===== src/hw/sdf_defines.svh =====
// Constants for the third-order sinc decimation filter.
// Assumes inclusion by bare name from the package and the filter module.
// What this block does
// Three cascaded running sums, one result per period
// Ratio selectable from 16 to 256
// Default ratio 256, 16-bit output word
// Word rate is modulator clock over ratio
// Response -3 dB at quarter word rate
// Optional cascade with later higher-order stage
// First integrator counts incoming one bits
// Second and third integrators accumulate previous stage
// Reset clears all integrators and delays
// Strobe captures, shifts delays, three subtractions
// Internal words 24 bits, unsigned wrap-around
// Third order settles after three updates
// Fast variant: second order times delayed sum
// Signal delay is half settling time
// Modulator clock and bit wired directly
// Modulator changes bit on falling edge
// Ones density encodes input level
// Strobe pulses once per ratio clocks
`ifndef SDF_DEFINES_SVH
`define SDF_DEFINES_SVH
`define SDF_WORD_WIDTH 24
`define SDF_OUT_WIDTH 16
`define SDF_RATIO_MIN 16
`define SDF_RATIO_MAX 256
`define SDF_RATIO_DEFAULT 256
`define SDF_RATIO_CNT_WIDTH 9
`define SDF_ORDER_THIRD 1'h0
`define SDF_ORDER_FAST 1'h1
`define SDF_SETTLE_THIRD 2'h3
`define SDF_SETTLE_FAST 2'h3
`endif


===== src/hw/sdf_pkg.sv =====
// Types shared by the sinc decimation filter.
// Assumes sdf_defines.svh is reachable by bare name.
`include "sdf_defines.svh"
package sdf_pkg;
  typedef logic [`SDF_WORD_WIDTH-1:0] sdf_word_type;
  typedef enum logic [1:0] {
    SDF_ORDER3 = 2'h0,
    SDF_ORDER2 = 2'h1
  } sdf_mode_type;
  typedef struct packed {
    sdf_word_type filtered_word;
    logic [`SDF_OUT_WIDTH-1:0] short_word;
    logic settled;
    logic valid;
  } sdf_result_type;
endpackage


===== src/hw/sdf_filter.sv =====
// Sinc decimation filter on the modulator bitstream.
// Assumes clk_i is the modulator clock and the bit changes on its fall.
// Either reset clears every register; one result leaves per ratio clocks.
// Mode and ratio are held static between resets.
`timescale 1ns/1ps
`include "sdf_defines.svh"
module sdf_filter #(
  parameter int RATIO = `SDF_RATIO_DEFAULT
) (
  input wire logic clk_i,
  input wire logic rst_b_i,
  input wire logic async_reset_low_i,
  input wire logic modulator_bit_in_i,
  input wire logic fast_mode_i,
  input wire logic [`SDF_RATIO_CNT_WIDTH-1:0] oversampling_ratio_i,
  output sdf_pkg::sdf_result_type result_o,
  output logic decimation_strobe_o
);
  ////////////////////////////////////////////////////////////////////////
  // Ratio select and decimation strobe
  logic [`SDF_RATIO_CNT_WIDTH-1:0] ratio_eff;
  logic [`SDF_RATIO_CNT_WIDTH-1:0] ratio_cnt;
  logic [`SDF_RATIO_CNT_WIDTH-1:0] next_ratio_cnt;
  logic decimation_strobe;

  always_comb begin
    if (oversampling_ratio_i < `SDF_RATIO_CNT_WIDTH'(`SDF_RATIO_MIN) ||
        oversampling_ratio_i > `SDF_RATIO_CNT_WIDTH'(`SDF_RATIO_MAX)) begin
      ratio_eff = `SDF_RATIO_CNT_WIDTH'(RATIO);
    end else begin
      ratio_eff = oversampling_ratio_i;
    end
  end

  assign decimation_strobe = (ratio_cnt == ratio_eff - 1'b1);
  assign next_ratio_cnt = decimation_strobe ? '0 : ratio_cnt + 1'b1;

  always_ff @(posedge clk_i or negedge async_reset_low_i) begin
    if (!async_reset_low_i) begin
      ratio_cnt <= '0;
    end else if (!rst_b_i) begin
      ratio_cnt <= '0;
    end else begin
      ratio_cnt <= next_ratio_cnt;
    end
  end

  ////////////////////////////////////////////////////////////////////////
  // Integrators on every modulator clock
  sdf_pkg::sdf_word_type first_integrator;
  sdf_pkg::sdf_word_type second_integrator;
  sdf_pkg::sdf_word_type third_integrator;

  always_ff @(posedge clk_i or negedge async_reset_low_i) begin
    if (!async_reset_low_i) begin
      first_integrator <= '0;
    end else if (!rst_b_i) begin
      first_integrator <= '0;
    end else if (modulator_bit_in_i) begin
      first_integrator <= first_integrator + 1'b1;
    end
  end

  always_ff @(posedge clk_i or negedge async_reset_low_i) begin
    if (!async_reset_low_i) begin
      second_integrator <= '0;
    end else if (!rst_b_i) begin
      second_integrator <= '0;
    end else begin
      second_integrator <= second_integrator + first_integrator;
    end
  end

  always_ff @(posedge clk_i or negedge async_reset_low_i) begin
    if (!async_reset_low_i) begin
      third_integrator <= '0;
    end else if (!rst_b_i) begin
      third_integrator <= '0;
    end else begin
      third_integrator <= third_integrator + second_integrator;
    end
  end

  ////////////////////////////////////////////////////////////////////////
  // Comb stages on the decimation strobe
  sdf_pkg::sdf_word_type comb_capture;
  sdf_pkg::sdf_word_type comb_delay_a;
  sdf_pkg::sdf_word_type comb_delay_b;
  sdf_pkg::sdf_word_type comb_delay_c;
  sdf_pkg::sdf_word_type comb_stage_one;
  sdf_pkg::sdf_word_type comb_stage_two;
  sdf_pkg::sdf_word_type comb_stage_three;
  sdf_pkg::sdf_word_type fast_delay_a;
  sdf_pkg::sdf_word_type fast_delay_b;
  sdf_pkg::sdf_word_type comb_src;

  // Fast mode takes the second-order sum so the comb chain is one short
  assign comb_src = fast_mode_i ? second_integrator : third_integrator;
  assign comb_stage_one = comb_capture - comb_delay_a;
  assign comb_stage_two = comb_stage_one - comb_delay_b;
  assign comb_stage_three = comb_stage_two - comb_delay_c;

  always_ff @(posedge clk_i or negedge async_reset_low_i) begin
    if (!async_reset_low_i) begin
      comb_capture <= '0;
      comb_delay_a <= '0;
    end else if (!rst_b_i) begin
      comb_capture <= '0;
      comb_delay_a <= '0;
    end else if (decimation_strobe) begin
      comb_capture <= comb_src;
      comb_delay_a <= comb_capture;
    end
  end

  always_ff @(posedge clk_i or negedge async_reset_low_i) begin
    if (!async_reset_low_i) begin
      comb_delay_b <= '0;
      comb_delay_c <= '0;
    end else if (!rst_b_i) begin
      comb_delay_b <= '0;
      comb_delay_c <= '0;
    end else if (decimation_strobe) begin
      comb_delay_b <= comb_stage_one;
      comb_delay_c <= comb_stage_two;
    end
  end

  always_ff @(posedge clk_i or negedge async_reset_low_i) begin
    if (!async_reset_low_i) begin
      fast_delay_a <= '0;
      fast_delay_b <= '0;
    end else if (!rst_b_i) begin
      fast_delay_a <= '0;
      fast_delay_b <= '0;
    end else if (decimation_strobe) begin
      fast_delay_a <= comb_stage_two;
      fast_delay_b <= fast_delay_a;
    end
  end

  ////////////////////////////////////////////////////////////////////////
  // Output word, valid pulse and settling count
  sdf_pkg::sdf_word_type word_sel;
  logic [1:0] settle_cnt;
  logic strobe_d;
  logic [1:0] settle_goal;
  logic out_valid;
  logic out_settled;
  sdf_pkg::sdf_word_type out_word;
  logic [`SDF_OUT_WIDTH-1:0] out_short;

  // Both orders count a fixed number of updates before settling
  assign settle_goal = fast_mode_i ? `SDF_SETTLE_FAST
                                   : `SDF_SETTLE_THIRD;

  // Sinc2 times (1 + z^-2 ratio): add the sinc2 word two periods back
  assign word_sel = fast_mode_i ? comb_stage_two + fast_delay_b
                                : comb_stage_three;

  always_ff @(posedge clk_i or negedge async_reset_low_i) begin
    if (!async_reset_low_i) begin
      strobe_d <= 1'b0;
    end else if (!rst_b_i) begin
      strobe_d <= 1'b0;
    end else begin
      strobe_d <= decimation_strobe;
    end
  end

  always_ff @(posedge clk_i or negedge async_reset_low_i) begin
    if (!async_reset_low_i) begin
      out_valid <= 1'b0;
    end else if (!rst_b_i) begin
      out_valid <= 1'b0;
    end else begin
      out_valid <= strobe_d;
    end
  end

  always_ff @(posedge clk_i or negedge async_reset_low_i) begin
    if (!async_reset_low_i) begin
      out_word <= '0;
      out_short <= '0;
    end else if (!rst_b_i) begin
      out_word <= '0;
      out_short <= '0;
    end else if (strobe_d) begin
      out_word <= word_sel;
      out_short <=
        word_sel[`SDF_WORD_WIDTH-1 -: `SDF_OUT_WIDTH];
    end
  end

  always_ff @(posedge clk_i or negedge async_reset_low_i) begin
    if (!async_reset_low_i) begin
      out_settled <= 1'b0;
    end else if (!rst_b_i) begin
      out_settled <= 1'b0;
    end else if (strobe_d) begin
      out_settled <= (settle_cnt == settle_goal);
    end
  end

  ////////////////////////////////////////////////////////////////////////
  // Result carrier, every field straight from its flip-flop
  assign result_o = {out_word, out_short, out_settled, out_valid};

  always_ff @(posedge clk_i or negedge async_reset_low_i) begin
    if (!async_reset_low_i) begin
      settle_cnt <= '0;
    end else if (!rst_b_i) begin
      settle_cnt <= '0;
    end else if (strobe_d && settle_cnt != settle_goal) begin
      settle_cnt <= settle_cnt + 1'b1;
    end
  end

  assign decimation_strobe_o = decimation_strobe;
endmodule


===== config.mk =====
export PLATFORM = sky130hd
export DESIGN_NAME = sdf_filter
export DESIGN_NICKNAME = d
export VERILOG_FILES = /design/src/hw/sdf_pkg.sv /design/src/hw/sdf_filter.sv
export VERILOG_INCLUDE_DIRS = /design/src /design/src/hw
export SDC_FILE = /design/constraint.sdc
export NUM_CORES = 1
export LEC_CHECK = 0
export BUFFER_PORTS_ARGS = -buffer_cell sky130_fd_sc_hd__buf_2
export CORE_MARGIN = 10
export CORE_UTILIZATION = 25
export DETAILED_ROUTE_END_ITERATION = 10
export PLACE_DENSITY_LB_ADDON = 0.12
export SLEW_MARGIN = 20
export SYNTH_ARGS = -nofsm -noshare
export SYNTH_HDL_FRONTEND = slang
export SYNTH_SLANG_ARGS = --single-unit
export TNS_END_PERCENT = 20

===== constraint.sdc =====
create_clock -name clk_i -period 9.9 [get_ports clk_i]
set_input_delay 1.485 -clock clk_i [delete_from_list [all_inputs] [get_ports clk_i]]
set_output_delay 1.485 -clock clk_i [all_outputs]
set_load 0.03 [all_outputs]

Yosys cells after proc, flatten, opt, wreduce, memory -nomap -nowiden --
Cells that the tools add are included. Widths: inputs -> output; s select.
Storage, ports and cells: register bits after elaboration 246, output and inout bits 43, logic and storage cells 65, bits of input ports 14
Operators by class: add/subtract/negate cells 10, mux-type cells 29, reductions and logical operators 2, equality and inequality tests 7, magnitude comparators 2
Operators with widths (number):
- $mux 24 | 18
- $add 24x24->24 | 3
- $sub 24x24->24 | 3
- $mux 16 | 2
- $mux 9 | 3
- $add 24x1->24 const B | 1
- $add 9x1->9 const B | 1
- $eq 9x9->1 | 1
- $gt 9x9->1 const B | 1
- $lt 9x5->1 const B | 1
- $sub 9x1->9 const B | 1
- $ne 2x1->1 const B | 4
- $mux 1 | 4
- $mux 2 | 2
- $add 2x1->2 const B | 1
- $eq 2x2->1 const B | 1
- $ne 2x2->1 const B | 1
- $logic_and 1x1->1 | 1
- $logic_or 1x1->1 | 1

Longest topological paths before layout --
Gate-level depths: netlist of the first run.
depth in word-level cells 7, gate-level depth with buffers 29, gate-level depth less buffers 29

Least setup slack after synthesis of the first run --
Ideal clock, no wire load.
path kind reg-to-reg, from reg comb_capture[0], to reg out_word[23], path buffers 0, arrival 5.550 ns, period minus slack after synthesis 5.671 ns, data required time 9.779 ns, setup slack 4.229 ns, stages on the path, launching flop included 29, setup time 0.121 ns, cell sequence dfrtp_1 > inv_1 > ha_1 > fa_1 > nor2b_1 > o21ai_0 > a21boi_0 > o221a_2 > o21a_1 > nor2_1 > xnor2_1 > ha_1 > a211oi_1 > nor2_1 > o21ai_0 > o31ai_1 > a311oi_1 > xnor2_1 > ha_1 > a21o_1 > a21o_1 > a21o_1 > and3_1 > a2111oi_4 > o21ai_2 > a21oi_2 > xor2_1 > xnor3_1 > a22o_1
Between the ends: word-level cells in the longest chain between the ends 6, elaborated cells on any way between the ends 7, those cells by class add/sub (4); mux (3)
RTL lines:
- start: declaration | RTL line sdf_filter.sv:86 | sdf_pkg::sdf_word_type comb_capture;
- start signal: assignment | RTL line sdf_filter.sv:111 | comb_capture <= comb_src;
- $sub 24x24->24 (*) | RTL line sdf_filter.sv:99 | assign comb_stage_one = comb_capture - comb_delay_a;
- $sub 24x24->24 (*) | RTL line sdf_filter.sv:100 | assign comb_stage_two = comb_stage_one - comb_delay_b;
- $sub 24x24->24 or $add 24x24->24 (tied branches) | RTL line sdf_filter.sv:101, sdf_filter.sv:158
- $mux 24 (*) | RTL line sdf_filter.sv:158 | assign word_sel = fast_mode_i ? comb_stage_two + fast_delay_b
- $mux 24 (*) | RTL line sdf_filter.sv:188 | end else if (strobe_d) begin
- $mux 24 (*) | RTL line sdf_filter.sv:185 | end else if (!rst_b_i) begin
- end signal: assignment | RTL line sdf_filter.sv:189 | out_word <= word_sel;
- end: declaration | RTL line sdf_filter.sv:150 | sdf_pkg::sdf_word_type out_word;
Mark *: on every way between the ends. The rest lies on a longest branch, timed or not. The select of a mux whose other input is x is not followed. A chain may end at the register's enable or synchronous reset.

Worst setup path in the final report of the first run --
Same ends and word-level chain as after synthesis.

==> results of run 1 <==
## per-stage QoR
step	instance area [um2]	power [mW]
floorplan	15370	1.044
global placement	16340	1.098
detailed placement	16340	1.100
CTS	17310	2.207
global route	17310	2.254
finish	17310	2.150
## critical path, delay by kind of cell (launching register included)
kind	cells	cell delay, ps
AO/OA/AOI/OAI	15	3200
buffers and inverters	1	60
AND/OR/NAND/NOR	4	470
flip-flops	1	360
XOR/XNOR	4	830
adder cells (fa/ha/maj)	4	1310
## registers in the layout (all words and copies together) (netlist names)
register	flops
out_settled	1
fast_delay_a	24
third_integrator	24
strobe_d	1
settle_cnt	2
comb_delay_a	24
out_valid	1
out_word	24
fast_delay_b	24
comb_delay_b	24
first_integrator	24
second_integrator	24
ratio_cnt	9
comb_capture	24
## final cells by class
type	count	area (um2)
inverters	93	354.1
clock inverters	2	10.01
multi-input cells	1381	8876
clock buffers	50	957.2
repair buffers	66	377.9
well taps	782	978.4
fillers	6430	43270
flip-flops and latches	230	5756
## worst max path at each step
stage / endpoint / slack [ps] / cells past startpoint
after floorplan: out_word[23] / 4230 / 28
after global placement: out_word[23] / 3560 / 28
after detailed placement: out_word[23] / 3480 / 28
after CTS: out_word[23] / 3500 / 28
after global routing: out_word[23] / 3040 / 28
final: out_word[23] / 3570 / 28
## placed cells by master (no fill, tap or decap), types with 15 or more instances in the layout
cell	count
sky130_fd_sc_hd__nand2_1	260
sky130_fd_sc_hd__dfrtp_1	230
sky130_fd_sc_hd__nor2_1	198
sky130_fd_sc_hd__a21oi_1	170
sky130_fd_sc_hd__ha_1	120
sky130_fd_sc_hd__inv_1	92
sky130_fd_sc_hd__xnor2_1	76
sky130_fd_sc_hd__xor2_1	74
sky130_fd_sc_hd__o21ai_0	68
sky130_fd_sc_hd__buf_2	55
sky130_fd_sc_hd__mux2i_1	42
sky130_fd_sc_hd__a21o_1	40
sky130_fd_sc_hd__a211oi_1	39
sky130_fd_sc_hd__nand3_1	37
sky130_fd_sc_hd__nor3_1	31
sky130_fd_sc_hd__clkbuf_16	31
sky130_fd_sc_hd__o21bai_1	17
sky130_fd_sc_hd__and3_1	15
## routing by layer
layer  vias up  global-route usage
met5         -                   0
met4         0             0.03282
met3        63             0.01654
met2       123              0.1783
met1      5625              0.1438
li1       6221                   -
## cells by family (layout without fill, tap and decap cells)
| logic type | count (synthesis) | count (layout) | synth area share |
|---|---|---|---|
| xor gates and xnor gates | 152 | 152 | 0.08876 |
| and+or+nand+nor | 634 | 634 | 0.1814 |
| DFF | 230 | 230 | 0.3746 |
| muxes | 44 | 44 | 0.02882 |
| adders and majority gates | 125 | 125 | 0.1042 |
| AOI/OAI and AO/OA | 426 | 426 | 0.1734 |
| buffers and inverters | 178 | 211 | 0.04886 |
## report_power, final
group          internal [mW]  leakage, nW  switching [mW]
Clock                  0.648        0.478           0.424
Combinational         0.0389         4.27          0.0855
Sequential             0.946         3.21         0.00772
Total                   1.63         7.95           0.517
==> flow_summary.json, run 1 <==
{
  "number_of_flops_mapped_to_enable_cells_by_yosys": 0,
  "clock_skew_ps": 13.45,
  "syn-instance-count": 1789,
  "syn_nets": 1928,
  "synth_common_cells": "sky130_fd_sc_hd__nand2_1, sky130_fd_sc_hd__dfrtp_1, sky130_fd_sc_hd__nor2_1",
  "fmax_ghz": 0.1581,
  "initial_drc_count": 493,
  "drtAntennaViolNets": 0,
  "worst_slack_ps": 3574,
  "die-width_um": 267.9,
  "worstReg2RegEnd": "out_word[23]",
  "r2r_slack_ps": 3570,
  "finalSetupTns_ps": 0,
  "tritoncts.num_buffers": 31,
  "netlist_top_cells_area": "sky130_fd_sc_hd__dfrtp_1, sky130_fd_sc_hd__ha_1, sky130_fd_sc_hd__nand2_1, sky130_fd_sc_hd__a21oi_1, sky130_fd_sc_hd__nor2_1",
  "drcViolationCount": 0,
  "ys_async_sr_fraction": 1.000,
  "number_of_i_o_pins": 57,
  "hold_slack_ps": 508.0,
  "post-route-util": 0.2857,
  "met2_wirelength_um": 17360,
  "synth-seq-cells": 230,
  "cts-root-buf": "sky130_fd_sc_hd__clkbuf_16",
  "worst_setup_path_end_kind": "register",
  "place_worst_setup_slack_ps": 3484,
  "synth.most_common_cell": "sky130_fd_sc_hd__nand2_1",
  "synthesis.area_per_instance_um2": 8.589,
  "ff2ff_path_depth": 28,
  "gr_util_all_layers": 0.1082,
  "layout_cell_share_with_drive_strength_beyond_1": 0.07190,
  "rsz_0062_raised_after_global_routing": "false",
  "critical_path_required_ps": 10360,
  "vias": 12030,
  "grt_pass1_vias": 12110,
  "cts_num_sinks": 230,
  "synth_cell_type_count": 76,
  "grt.overflow.total": 0,
  "effective_utilization_at_floorplan": 0.2536,
  "cts_htree_levels": 1,
  "route.detailed.wl_per_inst_um": 14.84,
  "finalHoldViolCount": 0,
  "cts_tree": "done",
  "die-area_um2": 71780,
  "fin_crit_sh": 0.6390,
  "met3WireLength_um": 1257,
  "run_status": "complete, no violations",
  "timing.setup.critical_path_class": "register to register",
  "port_buffers": 56,
  "drv.max_cap_violation_count": 0,
  "synth_top_area_cell": "sky130_fd_sc_hd__dfrtp_1",
  "post-cts-setup-buffer-count": 0,
  "final_net_count": 1942,
  "worst_hold_startpoint": "out_word[14]",
  "cts.hold.buffers_added": 0,
  "final_max_slew_viol_count": 0,
  "antenna_found_initial": 1,
  "post_route_non_filler_standard_cell_count": 2604,
  "worst-endpoint-arrival_ps": 6790,
  "yosys_warnings": 0,
  "area.growth.synth_to_final_pct": 12.65,
  "finalWorstPathRequiredPeriod_ps": 6326,
  "startpoint": "comb_capture[0]",
  "path_max_fanout": 6,
  "drt-total-wl_um": 38650,
  "syn_area_um2": 15370,
  "critical_path.max_stage_delay_ps": 450,
  "worst_hold_path.num_cells": 2,
  "power-per-cell-area_nw_per_um2": 124.2,
  "dpl.hpwl_um": 27210,
  "cts.clk_slew.worst_paths_ps": 60,
  "clk_path_buf_depth": 3,
  "worst_ir_drop_vdd_uv": 106.2,
  "timing.final.setup_violations": 0,
  "synth_seq_area_share": 0.3746,
  "gp_congestion": 0.8275,
  "worst_slew_margin_rel": 0.3397,
  "yosys.area.top_type_share": 0.3746,
  "clock_latency_ps": 570,
  "met1_length_um": 18900,
  "core_region_area_um2": 60580,
  "critical_path.slowest_cell": "sky130_fd_sc_hd__a2111oi_4",
  "routed.top_layer": "met4",
  "largest_net_degree_at_the_start_of_global_routing": 144,
  "grt_first_pass_wirelength_um": 64200,
  "postSynth.topFlopCell": "sky130_fd_sc_hd__dfrtp_1",
  "postCtsResizedCells": 0,
  "power.leakage_nw": 7.955,
  "holdPathEnd": "out_word[14]",
  "placedCellCount": 2552,
  "ant_diodes": 0,
  "avgViaCountPerCell": 4.621,
  "tightest_pin_transition_ps": 990.4,
  "die_h_um": 267.9,
  "drt_pre_antenna_iters": 5,
  "r2r-start": "comb_capture[0]",
  "setup_crit_start_kind": "register",
  "hold_path_class": "register to register",
  "placement_rows": 90
}
Note: power is estimated with default switching activity, not from simulation.
==> inputs of run 2 (changes only) <==
clock period = 5.1 ns   (was 9.9 ns; I/O delays follow)
==> flow_summary.json, run 2 (synthesis gave the netlist of run 1 again) <==
{
  "run_status": "finished, violations left",
  "violations": "setup timing",
  "clk_path_buf_depth": 3,
  "cts_num_sinks": 230,
  "met2_wirelength_um": 18870,
  "antenna_found_initial": 1,
  "grt_pass1_vias": 12670,
  "cts.clk_slew.worst_paths_ps": 60,
  "timing.final.setup_violations": 5,
  "routed.top_layer": "met4",
  "port_buffers": 56,
  "worst_setup_path_end_kind": "register",
  "worst_ir_drop_vdd_uv": 276.0,
  "final_net_count": 2143,
  "critical_path_required_ps": 5560,
  "final_cell_mix": "sky130_fd_sc_hd__nand2_1, sky130_fd_sc_hd__dfrtp_1, sky130_fd_sc_hd__buf_4",
  "core_region_area_um2": 60580,
  "place_worst_setup_slack_ps": -768.8,
  "power.leakage_nw": 9.075,
  "fmax_ghz": 0.1792,
  "rsz_0062_raised_after_global_routing": "true",
  "grt.overflow.total": 0,
  "tritoncts.num_buffers": 30,
  "combinationalPowerShare": 0.070,
  "drt-total-wl_um": 40840,
  "route.detailed.wl_per_inst_um": 14.54,
  "effective_utilization_at_floorplan": 0.2536,
  "finalHoldViolCount": 0,
  "power-per-cell-area_nw_per_um2": 220.8,
  "final_common_cell": "sky130_fd_sc_hd__nand2_1",
  "die_h_um": 267.9,
  "fin_crit_sh": 1.094,
  "finalWorstPathRequiredPeriod_ps": 5580,
  "setup_crit_start_kind": "register",
  "tightest_pin_transition_ps": 851.0,
  "placedInstanceArea_um2": 17780,
  "drv.max_cap_violation_count": 0,
  "grt_first_pass_wirelength_um": 67120,
  "gp_congestion": 0.7550,
  "clock_power_share": 0.494,
  "worst_slack_ps": -480.0,
  "worst_slew_margin_rel": 0.4327,
  "drt_pre_antenna_iters": 4,
  "ant_diodes": 0,
  "gr_util_all_layers": 0.1126,
  "critical_path.max_stage_delay_ps": 350,
  "cts-root-buf": "sky130_fd_sc_hd__clkbuf_16",
  "drcViolationCount": 0,
  "switching_share": 0.2477,
  "cts_tree": "done",
  "vias": 12700,
  "largest_net_degree_at_the_start_of_global_routing": 108,
  "die-width_um": 267.9,
  "drtAntennaViolNets": 0,
  "cts_htree_levels": 1,
  "post-route-util": 0.3172,
  "final_design_area_no_fill_um2": 19220,
  "placement_rows": 90,
  "cellInternalPower_mw": 3.192,
  "met3WireLength_um": 1344,
  "final_max_slew_viol_count": 0,
  "clock_latency_ps": 570,
  "number_of_i_o_pins": 57,
  "critical_path.slowest_cell": "sky130_fd_sc_hd__fa_2",
  "initial_drc_count": 579,
  "layout_cell_share_with_drive_strength_beyond_1": 0.1924,
  "timing.setup.critical_path_class": "register to register",
  "power_switching_mw": 1.051,
  "dpl.hpwl_um": 29360,
  "area.growth.synth_to_final_pct": 25.07,
  "die-area_um2": 71780,
  "worst-endpoint-arrival_ps": 6040,
  "finalSetupTns_ps": -1392,
  "met1_length_um": 19910,
  "avgViaCountPerCell": 4.522,
  "power_frac_seq": 0.436,
  "clock_skew_ps": 18.70,
  "path_max_fanout": 3,
  "hold_path_class": "input pin to async pin"
}
-- run 2: what timing repair did --
| action | in CTS | in global routing |
|---|---|---|
| hold buffers | 0 | 0 |
| pin swaps | 27 | 37 |
| gates resized for setup | 30 | 39 |
| buffers inserted | 10 | 11 |
| hold endpoints to repair | 0 | 0 |
| endpoints found under the setup margin | 8 | 12 |
-- run 2: power by group through the flow --
stage / logic, mW / registers (mW) / clock network [mW]
floorplan: 0.148 / 1.88 / 0
global placement: 0.282 / 1.88 / 0
detailed placement: 0.286 / 1.88 / 0
CTS: 0.295 / 1.85 / 2.19
global route: 0.337 / 1.85 / 2.25
finish: 0.298 / 1.85 / 2.10
-- run 2: through the flow --
| stage | total power [mW] | hold slack (ps) | cells |
|---|---|---|---|
| 6_report | 4.243 | 150.4 | 2809 |
| 5_1_grt | 4.438 | 212.8 | 2809 |
| 4_1_cts | 4.339 | 187.3 | 2800 |
| 3_5_place_dp | 2.168 | 501.2 | 2735 |
| 3_3_place_gp | 2.165 | 488.5 | 2735 |
| 2_1_floorplan | 2.028 | 469.4 | 1789 |
-- run 2: per-layer routing --
metal  vias to the layer above  track usage
met1                      5920       0.1487
li1                       6620            -
met5                         -            0
met4                         0      0.02168
met3                        49      0.01782
met2                       113       0.1917
-- run 2: final cells by class --
class | count | area, um2
Sequential cell | 230 | 5756
Fill cell | 6358 | 41360
Timing Repair Buffer | 268 | 1956
Clock inverter | 11 | 80.08
Inverter | 93 | 354.1
Tap cell | 782 | 978.4
Multi-Input combinational cell | 1381 | 9210
Clock buffer | 44 | 884.6
-- run 2: worst paths after layout --
path | startpoint | depth (start not counted) | end | slack (ps)
max | comb_capture[0] | 28 | out_word[20] | -480
min | async_reset_low_i | 1 | ratio_cnt[4] | 150
max reg2reg | comb_capture[0] | 28 | out_word[20] | -480
min reg2reg | out_word[14] | 2 | out_word[14] | 500
max in group asynchronous | async_reset_low_i | 2 | fast_delay_b[6] | 3850
min in group clk_i | out_word[14] | 2 | out_word[14] | 500
-- run 2: critical path, delay by kind of cell (launching register included) --
family          cells  cell delay [ps]
compound gates     13             2310
xor+xnor            2              360
fa+ha+maj           4             1070
buf+inv             4              490
flops               1              340
simple gates        5              880
==> inputs of run 3 (changes only) <==
PLACE_DENSITY = 0.49   (was unset)
PLACE_DENSITY_LB_ADDON = unset   (was 0.12)
==> flow_summary.json, run 3 (synthesis gave the netlist of run 1 again) <==
{
  "run_status": "finished, violations left",
  "violations": "setup timing",
  "clock_skew_ps": 20.67,
  "cts-root-buf": "sky130_fd_sc_hd__clkbuf_16",
  "core_region_area_um2": 60580,
  "effective_utilization_at_floorplan": 0.2536,
  "fillCellCount": 6336,
  "power-per-cell-area_nw_per_um2": 220.2,
  "timing.final.setup_violations": 4,
  "setup_crit_start_kind": "register",
  "tritoncts.num_buffers": 29,
  "cts_htree_levels": 1,
  "regArea_um2": 5756,
  "crit_path_most_repeated_cell": "sky130_fd_sc_hd__a21o_1",
  "drtAntennaViolNets": 0,
  "worst_slack_ps": -406.5,
  "drt_pre_antenna_iters": 5,
  "final_max_slew_viol_count": 0,
  "gr_util_all_layers": 0.1033,
  "cts.hold.buffers_added": 0,
  "final_cell_mix": "sky130_fd_sc_hd__nand2_1, sky130_fd_sc_hd__dfrtp_1, sky130_fd_sc_hd__buf_4",
  "switching_share": 0.2376,
  "clock_power_share": 0.494,
  "port_buffers": 56,
  "cts.clk_slew.worst_paths_ps": 60,
  "worst_ir_drop_vdd_uv": 264.8,
  "path_max_fanout": 3,
  "rsz_0062_raised_after_global_routing": "true",
  "drt-total-wl_um": 37790,
  "die-width_um": 267.9,
  "tightest_pin_transition_ps": 984.8,
  "worst-endpoint-arrival_ps": 5970,
  "power.leakage_nw": 9.081,
  "critical_path.slowest_cell": "sky130_fd_sc_hd__fa_2",
  "combinationalPowerShare": 0.069,
  "fin_crit_sh": 1.080,
  "final_net_count": 2137,
  "layout_cell_share_with_drive_strength_beyond_1": 0.1941,
  "drcViolationCount": 0,
  "final_common_cell": "sky130_fd_sc_hd__nand2_1",
  "worst_setup_path_end_kind": "register",
  "r2r_slack_ps": -410,
  "r2r-start": "comb_capture[0]",
  "number_of_i_o_pins": 57,
  "die-area_um2": 71780,
  "final_design_area_no_fill_um2": 19230,
  "initial_drc_count": 585,
  "cellInternalPower_mw": 3.229,
  "hold_slack_ps": 273.8,
  "die_h_um": 267.9,
  "grt_first_pass_wirelength_um": 62930,
  "clk_path_buf_depth": 3,
  "critical_path.max_stage_delay_ps": 400,
  "gp_congestion": 0.8251,
  "finalHoldViolCount": 0,
  "critical_path.top_delay_family": "compound AO/OA/AOI/OAI gates",
  "critical_path_required_ps": 5560,
  "finalWorstPathRequiredPeriod_ps": 5506,
  "drv.max_cap_violation_count": 0,
  "placedInstanceArea_um2": 17710,
  "vias": 12830,
  "cts_tree": "done",
  "cts_num_sinks": 230,
  "area_of_the_multi_input_gates_um2": 9288,
  "route.detailed.wl_per_inst_um": 13.48,
  "worst_slew_margin_rel": 0.3435,
  "power_switching_mw": 1.006,
  "clock_latency_ps": 570,
  "critical_path.n_buffers_inverters": 3,
  "grt.overflow.total": 0,
  "power_frac_seq": 0.437,
  "fmax_ghz": 0.1816,
  "grt_pass1_vias": 12620,
  "ff2ff_path_depth": 27,
  "worstReg2RegEnd": "out_word[20]",
  "largest_net_degree_at_the_start_of_global_routing": 124,
  "antenna_found_initial": 2,
  "timing.setup.critical_path_class": "register to register",
  "avgViaCountPerCell": 4.576,
  "hold_path_class": "input pin to async pin",
  "area.growth.synth_to_final_pct": 25.13,
  "placement_rows": 90,
  "dpl.hpwl_um": 26990
}
run 3: area by class of cell:
cell class / instances / share of cell area
multi-input combinational: 1381 / 0.4830
sequential: 230 / 0.2993
timing repair buffer: 263 / 0.09761
tap: 782 / 0.05089
clock buffer: 41 / 0.04321
inverter: 93 / 0.01842
clock inverter: 12 / 0.007353
antenna: 1 / 0.0001301
run 3: worst max-delay path by stage:
stage                   endpoint  slack, ps             from  cells after the start
global route        out_word[23]       -710  comb_capture[0]                     28
global placement    out_word[23]       -560  comb_capture[0]                     30
finish              out_word[20]       -410  comb_capture[0]                     27
floorplan           out_word[23]       -170  comb_capture[0]                     28
CTS                 out_word[23]       -450  comb_delay_a[1]                     27
detailed placement  out_word[23]       -590  comb_capture[0]                     28
run 3: repair_timing:
action | in CTS | in global routing
setup buffers | 9 | 11
pin swaps | 18 | 37
gates resized for setup | 12 | 70
setup endpoints to repair | 7 | 11
run 3: power groups by stage:
stage | sequential [mW] | combinational [mW] | clock [mW]
2_1_floorplan | 1.88 | 0.148 | 0
3_3_place_gp | 1.88 | 0.270 | 0
3_5_place_dp | 1.88 | 0.275 | 0
4_1_cts | 1.85 | 0.280 | 2.17
5_1_grt | 1.85 | 0.328 | 2.23
6_report | 1.85 | 0.291 | 2.09
run 3: per-stage QoR:
step / std cells / util / total power [mW] / TNS (ps) / worst slack (ps)
final: 2803 / 0.3174 / 4.234 / -1172 / -406.5
after global routing: 2803 / 0.3174 / 4.415 / -3626 / -708.4
after CTS: 2792 / 0.3101 / 4.301 / -1705 / -452.0
after detailed placement: 2730 / 0.2923 / 2.158 / -2270 / -589.2
after global placement: 2730 / 0.2923 / 2.152 / -2038 / -559.6
after floorplan: 1789 / - / 2.028 / -176.9 / -167.1
run 3: routing by layer:
layer | part of all wire | wire length, um | track usage
met3 | 0.039 | 1464 | 0.01810
met5 | 0 | 0 | 0
met2 | 0.46 | 17240 | 0.1712
met1 | 0.47 | 17950 | 0.1348
met4 | 0.030 | 1138 | 0.03191
run 3: worst reg2reg max path: stages (launching register included):
cell	delay [ps]
sky130_fd_sc_hd__dfrtp_1	340
sky130_fd_sc_hd__inv_1	50
sky130_fd_sc_hd__ha_2	190
sky130_fd_sc_hd__fa_2	400
sky130_fd_sc_hd__nor2b_2	130
sky130_fd_sc_hd__o21ai_2	80
sky130_fd_sc_hd__a21boi_2	180
sky130_fd_sc_hd__o221a_4	220
sky130_fd_sc_hd__o21a_1	120
sky130_fd_sc_hd__nor2_2	50
sky130_fd_sc_hd__xnor2_2	220
sky130_fd_sc_hd__ha_4	250
sky130_fd_sc_hd__a211oi_4	260
sky130_fd_sc_hd__nor2_2	70
sky130_fd_sc_hd__o21ai_2	180
sky130_fd_sc_hd__o31ai_4	100
sky130_fd_sc_hd__a311oi_2	230
sky130_fd_sc_hd__buf_4	190
sky130_fd_sc_hd__xnor2_4	140
sky130_fd_sc_hd__ha_4	240
sky130_fd_sc_hd__a21o_1	150
sky130_fd_sc_hd__a21o_1	170
sky130_fd_sc_hd__a21o_1	190
sky130_fd_sc_hd__buf_4	140
sky130_fd_sc_hd__or3_4	330
sky130_fd_sc_hd__o211a_1	220
sky130_fd_sc_hd__or3_1	310
sky130_fd_sc_hd__a32o_1	250
